`src/rtl/phy_regs_pkg.sv`:
```
// constants for the auto-negotiation, identity and mmd management register bank
package phy_regs_pkg;

   // ----------------------------------------------------------------
   // register addresses
   // ----------------------------------------------------------------
   localparam logic [4:0] ADDR_IDENT_HIGH    = 5'h02;
   localparam logic [4:0] ADDR_IDENT_LOW     = 5'h03;
   localparam logic [4:0] ADDR_ADVERTISE     = 5'h04;
   localparam logic [4:0] ADDR_PARTNER       = 5'h05;
   localparam logic [4:0] ADDR_EXPANSION     = 5'h06;
   localparam logic [4:0] ADDR_NP_TRANSMIT   = 5'h07;
   localparam logic [4:0] ADDR_NP_RECEIVE    = 5'h08;
   localparam logic [4:0] ADDR_GIG_CONTROL   = 5'h09;
   localparam logic [4:0] ADDR_GIG_STATUS    = 5'h0a;
   localparam logic [4:0] ADDR_MMD_CONTROL   = 5'h0d;

   // ----------------------------------------------------------------
   // reset values and writable masks
   // ----------------------------------------------------------------
   localparam logic [15:0] ADVERTISE_RESET   = 16'h01e1;
   localparam logic [15:0] ADVERTISE_MASK    = 16'hafff;
   localparam logic [15:0] NP_TX_RESET       = 16'h2001;
   localparam logic [15:0] NP_TX_MASK        = 16'hb7ff;
   localparam logic [15:0] GIG_CTRL_RESET    = 16'h0700;
   localparam logic [15:0] GIG_CTRL_MASK     = 16'hff00;
   localparam logic [15:0] MMD_CTRL_RESET    = 16'h0000;
   localparam logic [15:0] MMD_CTRL_MASK     = 16'hc01f;
   localparam logic [15:0] ZERO_WORD         = 16'h0000;
   localparam logic [7:0]  IDLE_COUNT_MAX    = 8'hff;

   // ----------------------------------------------------------------
   // field positions
   // ----------------------------------------------------------------
   localparam int EXP_PD_FAULT_BIT   = 4;
   localparam int EXP_LP_NP_BIT      = 3;
   localparam int EXP_LOCAL_NP_BIT   = 2;
   localparam int EXP_PAGE_RX_BIT    = 1;
   localparam int EXP_LP_AN_BIT      = 0;
   localparam int NP_TOGGLE_BIT      = 11;
   localparam int GIG_MANUAL_BIT     = 12;
   localparam int GIG_MASTER_BIT     = 11;
   localparam int GIG_TEST_LSB       = 13;
   localparam int MMD_FUNC_LSB       = 14;

   // ----------------------------------------------------------------
   // encodings
   // ----------------------------------------------------------------
   typedef enum logic [2:0] {
      TM_NORMAL     = 3'b000,
      TM_WAVEFORM   = 3'b001,
      TM_JITTER_MST = 3'b010,
      TM_JITTER_SLV = 3'b011,
      TM_DISTORTION = 3'b100
   } test_mode_t;

   typedef enum logic [1:0] {
      MMD_ADDRESS      = 2'b00,
      MMD_DATA         = 2'b01,
      MMD_DATA_INC_RW  = 2'b10,
      MMD_DATA_INC_WR  = 2'b11
   } mmd_function_t;

endpackage : phy_regs_pkg

```
`src/rtl/phy_autoneg_id_mmd_regs.sv`:
```
// management registers 2..13: identity, auto-negotiation pages, gigabit and mmd control
//
// Summary of operation
// - identity spread over two read-only registers
// - advertise next page, fault, pause bits writable
// - speed advertise bits, T4 resets 0, others 1
// - selector field bits 4:0 resets 00001
// - partner base page read-only, resets zero
// - parallel detection fault latches high
// - page received bit latches low
// - local next page capable reads one
// - next page transmit writable fields and resets
// - toggle reads inverse of last sent toggle
// - partner next page register read-only, resets zero
// - gigabit test mode select in bits 15:13
// - manual master/slave, value used only when enabled
// - port type and gigabit abilities reset one
// - master/slave fault latches, resolution resets one
// - receiver and partner gigabit status reset zero
// - mmd function field selects window meaning
// - mmd device address in bits 4:0
// - window holds address when function is 00
`timescale 1ns/1ns
module phy_autoneg_id_mmd_regs
   import phy_regs_pkg::*;
#(
   parameter logic [15:0] OUI_HIGH     = 16'h1234, // arbitrary value
   parameter logic [5:0]  OUI_LOW      = 6'h2a,    // arbitrary value
   parameter logic [5:0]  MODEL_NUMBER = 6'h15,    // arbitrary value
   parameter logic [3:0]  REVISION     = 4'h3      // arbitrary value
) (
   // clock and reset
   input  wire logic        clk,
   input  wire logic        rst,
   // management register port
   input  wire logic [4:0]  regAddr,
   input  wire logic        regWrite,
   input  wire logic        regRead,
   input  wire logic [15:0] writeData,
   output logic [15:0]      readData,
   output logic             readValid,
   // pages from the link partner
   input  wire logic        partnerBaseValid,
   input  wire logic [15:0] partnerBasePage,
   input  wire logic        partnerNextValid,
   input  wire logic [15:0] partnerNextPage,
   input  wire logic        newPageReceived,
   input  wire logic        partnerNpCapable,
   input  wire logic        partnerAnCapable,
   input  wire logic        parallelFault,
   // local next page transmitter
   input  wire logic        nextPageSent,
   input  wire logic        sentToggle,
   // gigabit link state
   input  wire logic        msConfigFault,
   input  wire logic        msResolvedMaster,
   input  wire logic        localRxOk,
   input  wire logic        remoteRxOk,
   input  wire logic        partnerGigFdx,
   input  wire logic        partnerGigHdx,
   input  wire logic        idleError,
   // control towards the negotiation engine
   output logic [15:0]      advertiseWord,
   output logic [15:0]      nextPageWord,
   output logic [15:0]      gigabitControlWord,
   output logic [15:0]      mmdControlWord,
   output logic             forceMaster,
   output logic             forceSlave,
   output logic             mmdWindowIsAddress
);

   // ----------------------------------------------------------------
   // decode
   // ----------------------------------------------------------------
   function automatic logic [15:0] merge(input logic [15:0] oldValue,
                                         input logic [15:0] newValue,
                                         input logic [15:0] mask);
      merge = (oldValue & ~mask) | (newValue & mask);
   endfunction : merge

   wire writeAdvertise = regWrite && (regAddr == ADDR_ADVERTISE);
   wire writeNpTx      = regWrite && (regAddr == ADDR_NP_TRANSMIT);
   wire writeGigCtrl   = regWrite && (regAddr == ADDR_GIG_CONTROL);
   wire writeMmdCtrl   = regWrite && (regAddr == ADDR_MMD_CONTROL);
   wire readExpansion  = regRead && (regAddr == ADDR_EXPANSION);
   wire readGigStatus  = regRead && (regAddr == ADDR_GIG_STATUS);

   // ----------------------------------------------------------------
   // link-side state
   // ----------------------------------------------------------------
   logic [15:0] partnerAbility;
   logic [15:0] partnerNext;
   logic        lastSentToggle;
   logic [7:0]  idleCount;
   logic        pdFaultLatched;
   logic        pageRxLatched;
   logic        msFaultLatched;
   logic [7:0]  next_idleCount;

   // counter saturates; a new error in the read cycle counts as one
   assign next_idleCount = readGigStatus ? {7'h00, idleError}
                         : (idleError && idleCount != IDLE_COUNT_MAX) ? idleCount + 8'h01
                         : idleCount;

   // partner pages are captured whole; writes never reach them
   always_ff @(posedge clk or posedge rst) begin
      if (rst) begin
         partnerAbility <= ZERO_WORD;
         partnerNext    <= ZERO_WORD;
         lastSentToggle <= 1'b1;
         idleCount      <= 8'h00;
      end else begin
         if (partnerBaseValid) partnerAbility <= partnerBasePage;
         if (partnerNextValid) partnerNext    <= partnerNextPage;
         if (nextPageSent)     lastSentToggle <= sentToggle;
         idleCount <= next_idleCount;
      end
   end

   // latching indications
   latch_status_bit #(.LATCH_HIGH(1'b1), .RESET_VALUE(1'b0)) u_pdFault (
      .clk       (clk),
      .rst       (rst),
      .condition (parallelFault),
      .readClear (readExpansion),
      .value     (pdFaultLatched)
   );

   latch_status_bit #(.LATCH_HIGH(1'b0), .RESET_VALUE(1'b0)) u_pageRx (
      .clk       (clk),
      .rst       (rst),
      .condition (newPageReceived),
      .readClear (readExpansion),
      .value     (pageRxLatched)
   );

   latch_status_bit #(.LATCH_HIGH(1'b1), .RESET_VALUE(1'b0)) u_msFault (
      .clk       (clk),
      .rst       (rst),
      .condition (msConfigFault),
      .readClear (readGigStatus),
      .value     (msFaultLatched)
   );

   // ----------------------------------------------------------------
   // software-written registers
   // ----------------------------------------------------------------
   // only the writable bits move; reserved and read-only bits keep their value
   always_ff @(posedge clk or posedge rst) begin
      if (rst) begin
         advertiseWord      <= ADVERTISE_RESET;
         nextPageWord       <= NP_TX_RESET;
         gigabitControlWord <= GIG_CTRL_RESET;
         mmdControlWord     <= MMD_CTRL_RESET;
      end else begin
         if (writeAdvertise) advertiseWord      <= merge(advertiseWord, writeData, ADVERTISE_MASK);
         if (writeNpTx)      nextPageWord       <= merge(nextPageWord, writeData, NP_TX_MASK);
         if (writeGigCtrl)   gigabitControlWord <= merge(gigabitControlWord, writeData, GIG_CTRL_MASK);
         if (writeMmdCtrl)   mmdControlWord     <= merge(mmdControlWord, writeData, MMD_CTRL_MASK);
      end
   end

   // master/slave forcing follows the control word one cycle later
   always_ff @(posedge clk or posedge rst) begin
      if (rst) begin
         forceMaster        <= 1'b0;
         forceSlave         <= 1'b0;
         mmdWindowIsAddress <= 1'b1;
      end else begin
         forceMaster <= gigabitControlWord[GIG_MANUAL_BIT] & gigabitControlWord[GIG_MASTER_BIT];
         forceSlave  <= gigabitControlWord[GIG_MANUAL_BIT] & ~gigabitControlWord[GIG_MASTER_BIT];
         mmdWindowIsAddress <= (mmdControlWord[15:MMD_FUNC_LSB] == MMD_ADDRESS);
      end
   end

   // ----------------------------------------------------------------
   // read-back
   // ----------------------------------------------------------------
   logic [15:0] expansionWord;
   logic [15:0] npTxView;
   logic [15:0] gigStatusWord;
   logic [15:0] readMux;

   assign expansionWord = {11'h000, pdFaultLatched, partnerNpCapable, 1'b1,
                           pageRxLatched, partnerAnCapable};
   assign npTxView      = {nextPageWord[15:12], ~lastSentToggle, nextPageWord[10:0]};
   assign gigStatusWord = {msFaultLatched, msResolvedMaster, localRxOk, remoteRxOk,
                           partnerGigFdx, partnerGigHdx, 2'b00, idleCount};

   // unmapped addresses read as zero
   always_comb begin
      if (regAddr == ADDR_IDENT_HIGH)       readMux = OUI_HIGH;
      else if (regAddr == ADDR_IDENT_LOW)   readMux = {OUI_LOW, MODEL_NUMBER, REVISION};
      else if (regAddr == ADDR_ADVERTISE)   readMux = advertiseWord;
      else if (regAddr == ADDR_PARTNER)     readMux = partnerAbility;
      else if (regAddr == ADDR_EXPANSION)   readMux = expansionWord;
      else if (regAddr == ADDR_NP_TRANSMIT) readMux = npTxView;
      else if (regAddr == ADDR_NP_RECEIVE)  readMux = partnerNext;
      else if (regAddr == ADDR_GIG_CONTROL) readMux = gigabitControlWord;
      else if (regAddr == ADDR_GIG_STATUS)  readMux = gigStatusWord;
      else if (regAddr == ADDR_MMD_CONTROL) readMux = mmdControlWord;
      else                                  readMux = ZERO_WORD;
   end

   // data is held until the next read
   always_ff @(posedge clk or posedge rst) begin
      if (rst) begin
         readData  <= ZERO_WORD;
         readValid <= 1'b0;
      end else begin
         readValid <= regRead;
         if (regRead) readData <= readMux;
      end
   end
endmodule : phy_autoneg_id_mmd_regs

```
`src/rtl/latch_status_bit.sv`:
```
// one latching status bit; a read reloads it from its condition, clearing a high latch once the condition has gone
`timescale 1ns/1ns
module latch_status_bit #(
   parameter bit LATCH_HIGH  = 1'b1,
   parameter bit RESET_VALUE = 1'b0
) (
   // clock and reset
   input  wire logic clk,
   input  wire logic rst,
   // condition and read strobe
   input  wire logic condition,
   input  wire logic readClear,
   // latched view
   output logic      value
);

   // ----------------------------------------------------------------
   // next value
   // ----------------------------------------------------------------
   logic next_value;

   // condition is or-ed in when latching high and and-ed in when latching low, so an event in the read cycle is kept
   assign next_value = LATCH_HIGH ? (condition | (value & ~readClear))
                                  : (condition & (value | readClear));

   // ----------------------------------------------------------------
   // storage
   // ----------------------------------------------------------------
   always_ff @(posedge clk or posedge rst) begin
      if (rst) value <= RESET_VALUE;
      else     value <= next_value;
   end

endmodule : latch_status_bit

```
`config.mk`:
```
export PLATFORM = sky130hd
export DESIGN_NAME = phy_autoneg_id_mmd_regs
export DESIGN_NICKNAME = d
export VERILOG_FILES = /design/src/rtl/phy_regs_pkg.sv /design/src/rtl/phy_autoneg_id_mmd_regs.sv /design/src/rtl/latch_status_bit.sv
export SDC_FILE = /design/constraint.sdc
export NUM_CORES = 1
export LEC_CHECK = 0
export BUFFER_PORTS_ARGS = -buffer_cell sky130_fd_sc_hd__buf_4
export CELL_PAD_IN_SITES_DETAIL_PLACEMENT = 1
export CELL_PAD_IN_SITES_GLOBAL_PLACEMENT = 2
export CORE_MARGIN = 5
export CORE_UTILIZATION = 23
export CTS_BUF_LIST = sky130_fd_sc_hd__clkbuf_8
export DETAILED_ROUTE_END_ITERATION = 7
export GPL_TIMING_DRIVEN = 0
export PLACE_DENSITY = 0.7
export SLEW_MARGIN = 20
export SYNTH_ARGS = -nofsm -noshare
export SYNTH_HDL_FRONTEND = slang
export SYNTH_SLANG_ARGS = --single-unit
```
`constraint.sdc`:
```
create_clock -name clk -period 5.2 [get_ports clk]
set_clock_uncertainty 0.1 [all_clocks]
set_input_delay 0.26 -clock clk [delete_from_list [all_inputs] [get_ports clk]]
set_output_delay 0.26 -clock clk [all_outputs]
set_load 0.05 [all_outputs]
```
==> flow_summary.yaml, run 1 <==
worst_setup_path:
  rr_worst_depth: 5
  required_ps: 5370
  r2r-end: "idleCount[5]$_DFFE_PP0P_"
  r2r-start: "idleCount[0]$_DFFE_PP0P_"
  critPathLaunch: "regRead"
  cp_data_arrival_time_ps: 2560
  ff2ff_setup_slack_ps: 3420
  critPathKind: "in2reg"
  crit_path_end_kind: "flip-flop"
  start_kind: "input pin"
  crit_fanout: 10
die:
  die_w_um: 166
  io_pins: 156
  initial_core_util: 0.231
  row_count: 57
  coreArea_um2: 24100
  fp.dieArea_um2: 27500
  die_h_um: 166
route:
  ant_nets: 0
  firstDrtPassIters: 5
  drt-vias-per-instance: 4.65
  drt_first_iter_violations: 291
  drt_wl_total_um: 21700
  routedWlPerCell_um: 20.7
  via_count: 4881
  drcViolationCount: 0
pwr:
  p_leak_nw: 3.56
  power.share.switching: 0.385
  power_density_nw_per_um2: 325
  p_sw_uw: 977
  p_total_mw: 2.54
  vdd_ir_drop_max_uv: 119
  p_int_mw: 1.56
  power_frac_seq: 0.438
  clockPowerShare: 0.227
  comb_power_share: 0.335
synth:
  netlist_instances: 506
  synth_edf_count: 0
  synth_most_common_cell: "dfrtp_1"
  ys_seq_area_frac: 0.483
  synth_commonest_cells: "95 x dfrtp_1, 33 x mux2_1, 29 x mux2_2"
  synth_top_area_frac: 0.426
  synth.largest_area_cell: "dfrtp_1"
  ys_ff_latch: 107
  yosys-top-cells-area: "dfrtp_1 43%, mux2_1 6.7%, mux2_2 5.9%"
  synth_area_um2: 5580
  ys_async_sr_fraction: 1.00
  yosysUniqueCellTypes: 69
  synthFlopType: "dfrtp_1"
  yosysWarnings: 0
  avgSynthCellArea_um2: 11.0
cts:
  clkTransAtPathRegs_ps: 100
  h-tree-depth: 3
  cts_root_buf: "clkbuf_8"
  cts_sinks: 107
  cts_buffers: 9
  cts.path.max_buffers: 2
  hold_buffers: 52
  cts_tree: "yes"
  clock_latency_ps: 390
  cts_setup_buffers: 0
  post_cts.resized_instances: 0
grt:
  grt_max_degree: 64
  grt_usage: 0.156
  grt_pass1_wl_um: 32800
  overflow: 0
  antenna_found_initial: 1
  grt_pass1_vias: 5183
timing:
  fin_crit_sh: 0.460
  final_max_slew_viol_count: 0
  rsz0062_at_grt: "false"
  fin_crit_ps: 2390
  fmax_mhz: 418
  slew_headroom: 0.421
  fin_ws_ps: 2810
  worstMarginPinSlew_ps: 866
  hold_violations: 0
  finalSetupTns_ps: 0
  finalSetupViolCount: 0
status:
  outcome: "finished, final reports clean"
placement:
  place_congestion: 0.836
  pre_cts_ws_ps: 2850
  port_buffers: 131
  place_area_um2: 7070
  dp_hpwl_um: 16700
finish:
  design_area_um2: 7810
  nFillCells: 2783
  final_core_util: 0.324
  layout-drive-gt1-share: 0.343
  syn_to_final_growth_pct: 40.1
  final_net_count: 794
  antenna_cells: 0
min_path:
  whs_path_depth: 2
  hold_path_end: "partnerNext[5]$_DFFE_PP0P_"
  holdCritStartpoint: "partnerNextPage[5]"
  hold_path_class: "in2reg"
job:
  max_cap_violations: 0
==> power groups by stage <==
stage	registers, mW	logic [mW]	clock network (mW)
2_1_floorplan	1.36	0.274	0
3_3_place_gp	1.13	0.813	0
3_5_place_dp	1.13	0.823	0
4_1_cts	1.12	0.859	0.595
5_1_grt	1.13	0.906	0.628
6_report	1.11	0.852	0.576
==> flip-flops by register name (all words and copies together) (netlist names) <==
name                count
advertiseWord          14
forceMaster             1
forceSlave              1
gigabitControlWord      8
idleCount               8
lastSentToggle          1
mmdControlWord          7
mmdWindowIsAddress      1
nextPageWord           14
partnerAbility         16
partnerNext            16
readData               16
readValid               1
u_msFault.value         1
u_pageRx.value          1
u_pdFault.value         1
==> layout by cell type (no fill, tap or decap), types with 4 or more instances in the layout <==
cell / instances
nor2b_1: 14
and2_1: 4
conb_1: 21
nand2_1: 22
or3_1: 4
clkbuf_8: 10
a21o_1: 4
dfrtp_1: 95
a21oi_1: 16
nor2_1: 25
and3_1: 9
o21ai_0: 17
buf_2: 18
o22ai_1: 6
nand4_1: 4
nor3b_1: 7
inv_1: 23
mux2_2: 29
nand3b_1: 7
dfstp_2: 12
o211ai_1: 5
mux2_4: 10
o21ai_1: 12
mux2_1: 33
nand2b_1: 6
o32ai_1: 4
dlygate4sd3_1: 52
a211oi_1: 5
mux2i_1: 5
nand3_1: 9
a221oi_1: 8
buf_4: 154
clkbuf_1: 9
==> how the worst max path moves through the flow <==
| stage | cells after the start | end | slack, ps |
|---|---|---|---|
| final | 7 | idleCount[0]$_DFFE_PP0P_ | 2810 |
| after global routing | 7 | idleCount[0]$_DFFE_PP0P_ | 2720 |
| after CTS | 7 | idleCount[0]$_DFFE_PP0P_ | 2800 |
| after detailed placement | 7 | readData[0]$_DFFE_PP0P_ | 2850 |
| after global placement | 2 | partnerAbility[9]$_DFFE_PP0P_ | 450 |
| after floorplan | 1 | advertiseWord[10]$_DFFE_PP0P_ | 2040 |
==> critical path: stages <==
cell,delay [ps]
dlygate4sd3_1,530
buf_4,110
clkbuf_1,520
clkbuf_1,570
nand3_1,310
nand3_1,160
o211ai_1,90
==> area by class of cell <==
| class | instances | area [µm²] | area share |
|---|---|---|---|
| multi-input cells | 344 | 2550 | 0.327 |
| inverters | 22 | 87.6 | 0.0112 |
| flip-flops and latches | 107 | 2690 | 0.345 |
| clock inverters | 6 | 81.3 | 0.0104 |
| well taps | 324 | 405 | 0.0519 |
| plain buffers | 53 | 323 | 0.0413 |
| repair buffers | 184 | 1530 | 0.196 |
| clock buffers | 10 | 138 | 0.0176 |
==> kinds of logic (layout without fill, tap and decap cells) <==
kind of cell | after synthesis | count (layout) | share of synthesized area
AO/OA/AOI/OAI | 114 | 114 | 0.144
XOR/XNOR | 3 | 3 | 0.00471
adder cells (fa/ha/maj) | 1 | 1 | 0.00224
buffers and inverters | 75 | 275 | 0.0727
flip-flops | 107 | 107 | 0.483
multiplexers | 77 | 77 | 0.161
other | 1 | 21 | 0.000672
AND/OR/NAND/NOR | 128 | 128 | 0.132
==> per-layer routing <==
layer | track usage | wire length [µm] | vias up
met1 | 0.209 | 10000 | 2480
li1 | - | - | 2228
met3 | 0.0405 | 1220 | 21
met4 | 0.0387 | 357 | 2
met5 | 0 | 18 | -
met2 | 0.252 | 10100 | 150
==> stage by stage <==
| step | cells | hold slack, ps |
|---|---|---|
| after CTS | 1050 | 4.12 |
| after detailed placement | 982 | 211 |
| after global placement | 981 | 279 |
| final | 1050 | 18.8 |
| after floorplan | 526 | 191 |
| after global routing | 1050 | 2.42 |
No activity file was read; power rests on OpenSTA's default activity.
==> run 2: changes to the inputs <==
--- a/config.mk
+++ b/config.mk
@@ -5,6 +5,7 @@
 export SDC_FILE = /design/constraint.sdc
 export NUM_CORES = 1
 export LEC_CHECK = 0
+export ABC_AREA = 1
 export BUFFER_PORTS_ARGS = -buffer_cell sky130_fd_sc_hd__buf_4
 export CELL_PAD_IN_SITES_DETAIL_PLACEMENT = 1
 export CELL_PAD_IN_SITES_GLOBAL_PLACEMENT = 2
@@ -13,7 +14,7 @@
 export CTS_BUF_LIST = sky130_fd_sc_hd__clkbuf_8
 export DETAILED_ROUTE_END_ITERATION = 7
 export GPL_TIMING_DRIVEN = 0
-export PLACE_DENSITY = 0.7
+export PLACE_DENSITY = 0.75
 export SLEW_MARGIN = 20
 export SYNTH_ARGS = -nofsm -noshare
 export SYNTH_HDL_FRONTEND = slang
==> constraint.sdc (replaced) <==
create_clock -name clk -period 2.3 [get_ports clk]
set_clock_uncertainty 0.1 [all_clocks]
set_input_delay 0.115 -clock clk [delete_from_list [all_inputs] [get_ports clk]]
set_output_delay 0.115 -clock clk [all_outputs]
set_load 0.05 [all_outputs]
==> flow_summary.yaml, run 2 <==
placement:
  place_congestion: 0.817
  port_buffers: 132
  place_inst: 1062
  dp_hpwl_um: 15600
  pre_cts_ws_ps: 462
timing:
  fmax_mhz: 528
  finalSetupTns_ps: 0
  fin_crit_sh: 0.823
  rsz0062_at_grt: "false"
  worstMarginPinSlew_ps: 641
  slew_headroom: 0.573
  fin_crit_ps: 1890
  finalSetupViolCount: 0
  hold_violations: 0
  fin_ws_ps: 407
  final_max_slew_viol_count: 0
worst_setup_path:
  required_ps: 2480
  cp_data_arrival_time_ps: 2070
  crit_fanout: 7
  start_kind: "flip-flop"
  critPathKind: "reg2reg"
  rr_worst_depth: 9
  crit_path_end_kind: "flip-flop"
cts:
  clock_latency_ps: 390
  cts_root_buf: "clkbuf_8"
  cts_setup_buffers: 0
  cts_tree: "yes"
  cts_buffers: 9
  cts.path.max_buffers: 2
  cts_sinks: 107
  clkTransAtPathRegs_ps: 100
  h-tree-depth: 3
finish:
  antenna_cells: 0
  syn_to_final_growth_pct: 43.0
  final_cells: 1136
  final_net_count: 919
  largestRegisters: "partnerAbility: 16 flops, partnerNext: 16 flops, readData: 16 flops"
  layout-drive-gt1-share: 0.307
  layout_common_cells: "175 x nand2_1, 158 x buf_4, 95 x dfrtp_1"
  final_common_cell: "nand2_1"
  final_core_util: 0.335
  nFillCells: 2706
synth:
  synth.largest_area_cell: "dfrtp_1"
  yosys-top-cells-area: "dfrtp_1 45%, nand2_1 12%, dfstp_2 5.9%"
  synth_edf_count: 0
  avgSynthCellArea_um2: 8.57
  synth_area_um2: 5320
  synth_most_common_cell: "nand2_1"
  netlist_instances: 621
  yosysUniqueCellTypes: 39
  synthFlopType: "dfrtp_1"
  synth_commonest_cells: "175 x nand2_1, 95 x dfrtp_1, 67 x inv_1"
  ys_seq_area_frac: 0.506
  ys_async_sr_fraction: 1.00
  yosysWarnings: 0
  ys_ff_latch: 107
  synth_top_area_frac: 0.447
route:
  drt-vias-per-instance: 4.29
  ant_nets: 0
  firstDrtPassIters: 5
  drt_first_iter_violations: 205
  routedWlPerCell_um: 17.6
  drt_wl_total_um: 20000
  via_count: 4879
  drcViolationCount: 0
grt:
  grt_usage: 0.155
  grt_max_degree: 32
  overflow: 0
  grt_pass1_vias: 5351
  antenna_found_initial: 0
  grt_pass1_wl_um: 31000
min_path:
  hold_path_class: "in2reg"
  whs_path_depth: 4
die:
  die_w_um: 162
  fp.dieArea_um2: 26300
  coreArea_um2: 22700
  io_pins: 156
  row_count: 55
  die_h_um: 162
  initial_core_util: 0.234
pwr:
  p_total_mw: 5.51
  vdd_ir_drop_max_uv: 416
  p_leak_nw: 3.87
  power_density_nw_per_um2: 724
job:
  max_cap_violations: 0
status:
  outcome: "finished, final reports clean"
==> run 2: changes by cell type in the layout (fill, tap and decap cells not counted), moves of 8 or more <==
cell      previous run  this run
and3_1               9         0
nand2_1             22       175
o21ai_1             12        20
buf_2               18         2
mux2_4              10         0
o21ai_0             17        50
mux2_2              29        15
mux2_1              33         0
nor2_1              25        38
o21ai_2              0        17
inv_1               23        66
nand3_1              9        20
a221oi_1             8         0
nor2b_1             14         0
==> run 2: power by group <==
group          leakage [nW]  switching [mW]  total (mW)  internal [mW]
clock                0.0950           0.712        1.21          0.501
combinational          2.46            1.24        1.86          0.621
sequential             1.31           0.241        2.44           2.20
total                  3.87            2.19        5.51           3.32
==> run 2: routing by layer <==
metal	track usage	part of all wire	up-vias
li1	-	-	2387
met1	0.202	0.45	2357
met2	0.259	0.48	116
met3	0.0370	0.051	19
met4	0.0369	0.016	0
met5	0	0	-
==> run 2: path summary, 6_finish.rpt <==
path	to	slack (ps)	startpoint
min reg2reg	mmdWindowIsAddress$_DFF_PP1_	360	mmdControlWord[15]$_DFFE_PP0P_
max reg2reg	idleCount[6]$_DFFE_PP0P_	410	idleCount[0]$_DFFE_PP0P_
min	nextPageWord[13]$_DFFE_PP1P_	20	regWrite
min in group asynchronous	forceSlave$_DFF_PP0_	50	rst
max in group asynchronous	advertiseWord[0]$_DFFE_PP1P_	1110	rst
max	idleCount[6]$_DFFE_PP0P_	410	idleCount[0]$_DFFE_PP0P_
==> run 2: layout make-up <==
cell class / instances / area (µm²) / share of cell area
sequential: 107 / 2690 / 0.354
multi-input combinational: 421 / 2140 / 0.281
timing repair buffer: 194 / 1660 / 0.218
tap: 285 / 357 / 0.0469
buffer: 40 / 295 / 0.0388
inverter: 73 / 279 / 0.0367
clock buffer: 9 / 124 / 0.0163
clock inverter: 7 / 68.8 / 0.00904
==> run 2: stage by stage <==
stage	instance area (µm²)	hold WS [ps]
final	7610	21.9
after global routing	7610	22.3
after CTS	7610	5.38
after detailed placement	6840	-78.1
after global placement	6750	134
after floorplan	5400	46.4
==> run 2: worst max-delay path, cell delays in order (launching register included) <==
cell and delay, ps:
dfrtp_1 450, ha_1 210, nand3_1 140, nor2_1 150, nand3_1 110, nand2_1 210, inv_1 110, nand2_1 90
xor2_1 170, nor2_1 60
==> run 2: logic make-up (layout without fill, tap and decap cells) <==
group                      after synthesis  count (layout)  share of synthesized area
buffers and inverters                  113             323                      0.107
AOI/OAI and AO/OA                      114             114                      0.125
other                                    1              21                   0.000704
adders and majority gates                1               1                    0.00235
and+or+nand+nor                        268             268                      0.224
muxes                                   15              15                     0.0317
xor gates and xnor gates                 2               2                    0.00329
DFF                                    107             107                      0.506
==> run 2: repair_timing <==
item,in CTS,in global routing
hold buffers,58,0
endpoints found under the hold margin,148,0
resized for setup,0,0
==> run 3: changes to the inputs <==
==> constraint.sdc (replaced) <==
create_clock -name clk -period 1.9 [get_ports clk]
set_clock_uncertainty 0.1 [all_clocks]
set_input_delay 0.095 -clock clk [delete_from_list [all_inputs] [get_ports clk]]
set_output_delay 0.095 -clock clk [all_outputs]
set_load 0.05 [all_outputs]
==> flow_summary.yaml, run 3 (synthesized netlist as in run 2, its figures left out) <==
grt:
  grt_pass1_wl_um: 31100
  antenna_found_initial: 0
  grt_pass1_vias: 5371
  overflow: 0
  grt_max_degree: 32
  grt_usage: 0.155
placement:
  port_buffers: 132
  place_area_um2: 6840
  place_inst: 1062
  pre_cts_ws_ps: 62.1
  place_congestion: 0.817
  dp_hpwl_um: 15600
route:
  routedWlPerCell_um: 17.6
  drt_wl_total_um: 20100
  drt_first_iter_violations: 197
  ant_nets: 0
  firstDrtPassIters: 4
  via_count: 4891
  drt-vias-per-instance: 4.28
  drcViolationCount: 0
timing:
  fin_ws_ps: 149
  hold_slack_ps: 35.3
  finalSetupTns_ps: 0
  slew_headroom: 0.573
  final_max_slew_viol_count: 0
  finalSetupViolCount: 0
  worstMarginPinSlew_ps: 641
  hold_violations: 0
  fmax_mhz: 571
  fin_crit_sh: 0.922
  fin_crit_ps: 1750
cts:
  cts_sinks: 107
  clock_latency_ps: 390
  h-tree-depth: 3
  clkTransAtPathRegs_ps: 110
  cts_tree: "yes"
  cts_root_buf: "clkbuf_8"
  cts.path.max_buffers: 2
  cts_buffers: 9
finish:
  final_cells: 1142
  final_common_cell: "nand2_1"
  largestRegisters: "partnerAbility: 16 flops, partnerNext: 16 flops, readData: 16 flops"
  layout_common_cells: "174 x nand2_1, 159 x buf_4, 94 x dfrtp_1"
  final_net_count: 924
  layout-drive-gt1-share: 0.310
  syn_to_final_growth_pct: 44.0
  design_area_um2: 7670
worst_setup_path:
  crit_chain: "ha_1, nand3_1, nor2_2, nand3_1, nand2_2, inv_1, nand2_1, xor2_1, nor2_1"
  crit_fanout: 6
  cp_data_arrival_time_ps: 1930
  path_buf_inv: 1
  crit_top_cell: "nand3_1"
  start_kind: "flip-flop"
  slowest_delay_ps: 430
  cpMaxStageDelayCell: "dfrtp_2"
  critPathKind: "reg2reg"
  crit_path_end_kind: "flip-flop"
  required_ps: 2080
  crit_family: "simple AND/OR/NAND/NOR gates"
die:
  row_count: 55
  die_w_um: 162
  fp.dieArea_um2: 26300
  coreArea_um2: 22700
  io_pins: 156
  die_h_um: 162
  initial_core_util: 0.234
pwr:
  vdd_ir_drop_max_uv: 501
  clockPowerShare: 0.219
  power_frac_seq: 0.441
  power_density_nw_per_um2: 874
  power.share.switching: 0.398
  p_int_mw: 4.04
  p_leak_nw: 3.89
  comb_power_share: 0.340
  p_sw_mw: 2.66
job:
  max_cap_violations: 0
status:
  outcome: "finished, final reports clean"
min_path:
  hold_path_class: "in2async"
## run 3: changes by cell type in the layout (fill, tap and decap cells not counted), sizes merged
cell / delta
buf: +1
dlygate4sd3: +4
diode: +1
## run 3: path summary, 6_finish.rpt
path / end / slack [ps] / from / cells past startpoint
worst min-delay path: forceSlave$_DFF_PP0_ / 40 / rst / 3
worst min register to register: mmdWindowIsAddress$_DFF_PP1_ / 370 / mmdControlWord[15]$_DFFE_PP0P_ / 1
worst max register to register: idleCount[6]$_DFFE_PP0P_ / 150 / idleCount[0]$_DFFE_PP0P_ / 9
min in group clk: readData[13]$_DFFE_PP0P_ / 90 / localRxOk / 7
worst max-delay path: idleCount[6]$_DFFE_PP0P_ / 150 / idleCount[0]$_DFFE_PP0P_ / 9
max in group asynchronous: advertiseWord[0]$_DFFE_PP1P_ / 730 / rst / 6
## run 3: timing repair
action,in CTS,in global routing
setup buffers,0,1
hold endpoints to repair,152,0
hold buffers,62,0
resized for setup,0,3
setup endpoints to repair,0,7
## run 3: worst register-to-register path, cell delays in order (launching register included)
cell and delay, ps:
dfrtp_2 430, ha_1 190, nand3_1 150, nor2_2 140, nand3_1 110, nand2_2 140
inv_1 80, nand2_1 90, xor2_1 170, nor2_1 60
## run 3: metrics by stage
stage | utilization | power (mW)
after floorplan | - | 4.36
after global placement | 0.297 | 5.12
after detailed placement | 0.301 | 5.17
after CTS | 0.337 | 6.78
after global routing | 0.338 | 7.09
final | 0.338 | 6.70
## run 3: routing by layer
metal | GRT usage | vias to the layer above | part of all wire
met1 | 0.202 | 2361 | 0.45
met3 | 0.0370 | 17 | 0.048
li1 | - | 2394 | -
met5 | 0 | - | 0
met2 | 0.260 | 119 | 0.48
met4 | 0.0369 | 0 | 0.015
## run 3: final cells by class
cell class,count,area (µm²)
Antenna cell,1,2.50
Buffer,40,295
Fill cell,2705,15000
Inverter,73,279
Tap cell,285,357
Clock buffer,9,124
Sequential cell,107,2690
Clock inverter,7,68.8
Timing Repair Buffer,199,1710
Multi-Input combinational cell,421,2140
## run 3: power by group through the flow
stage | clock, mW | sequential [mW] | combinational [mW]
2_1_floorplan | 0 | 3.66 | 0.701
4_1_cts | 1.53 | 2.95 | 2.30
3_5_place_dp | 0 | 2.99 | 2.18
3_3_place_gp | 0 | 2.99 | 2.13
6_report | 1.47 | 2.96 | 2.28
5_1_grt | 1.63 | 3.00 | 2.46
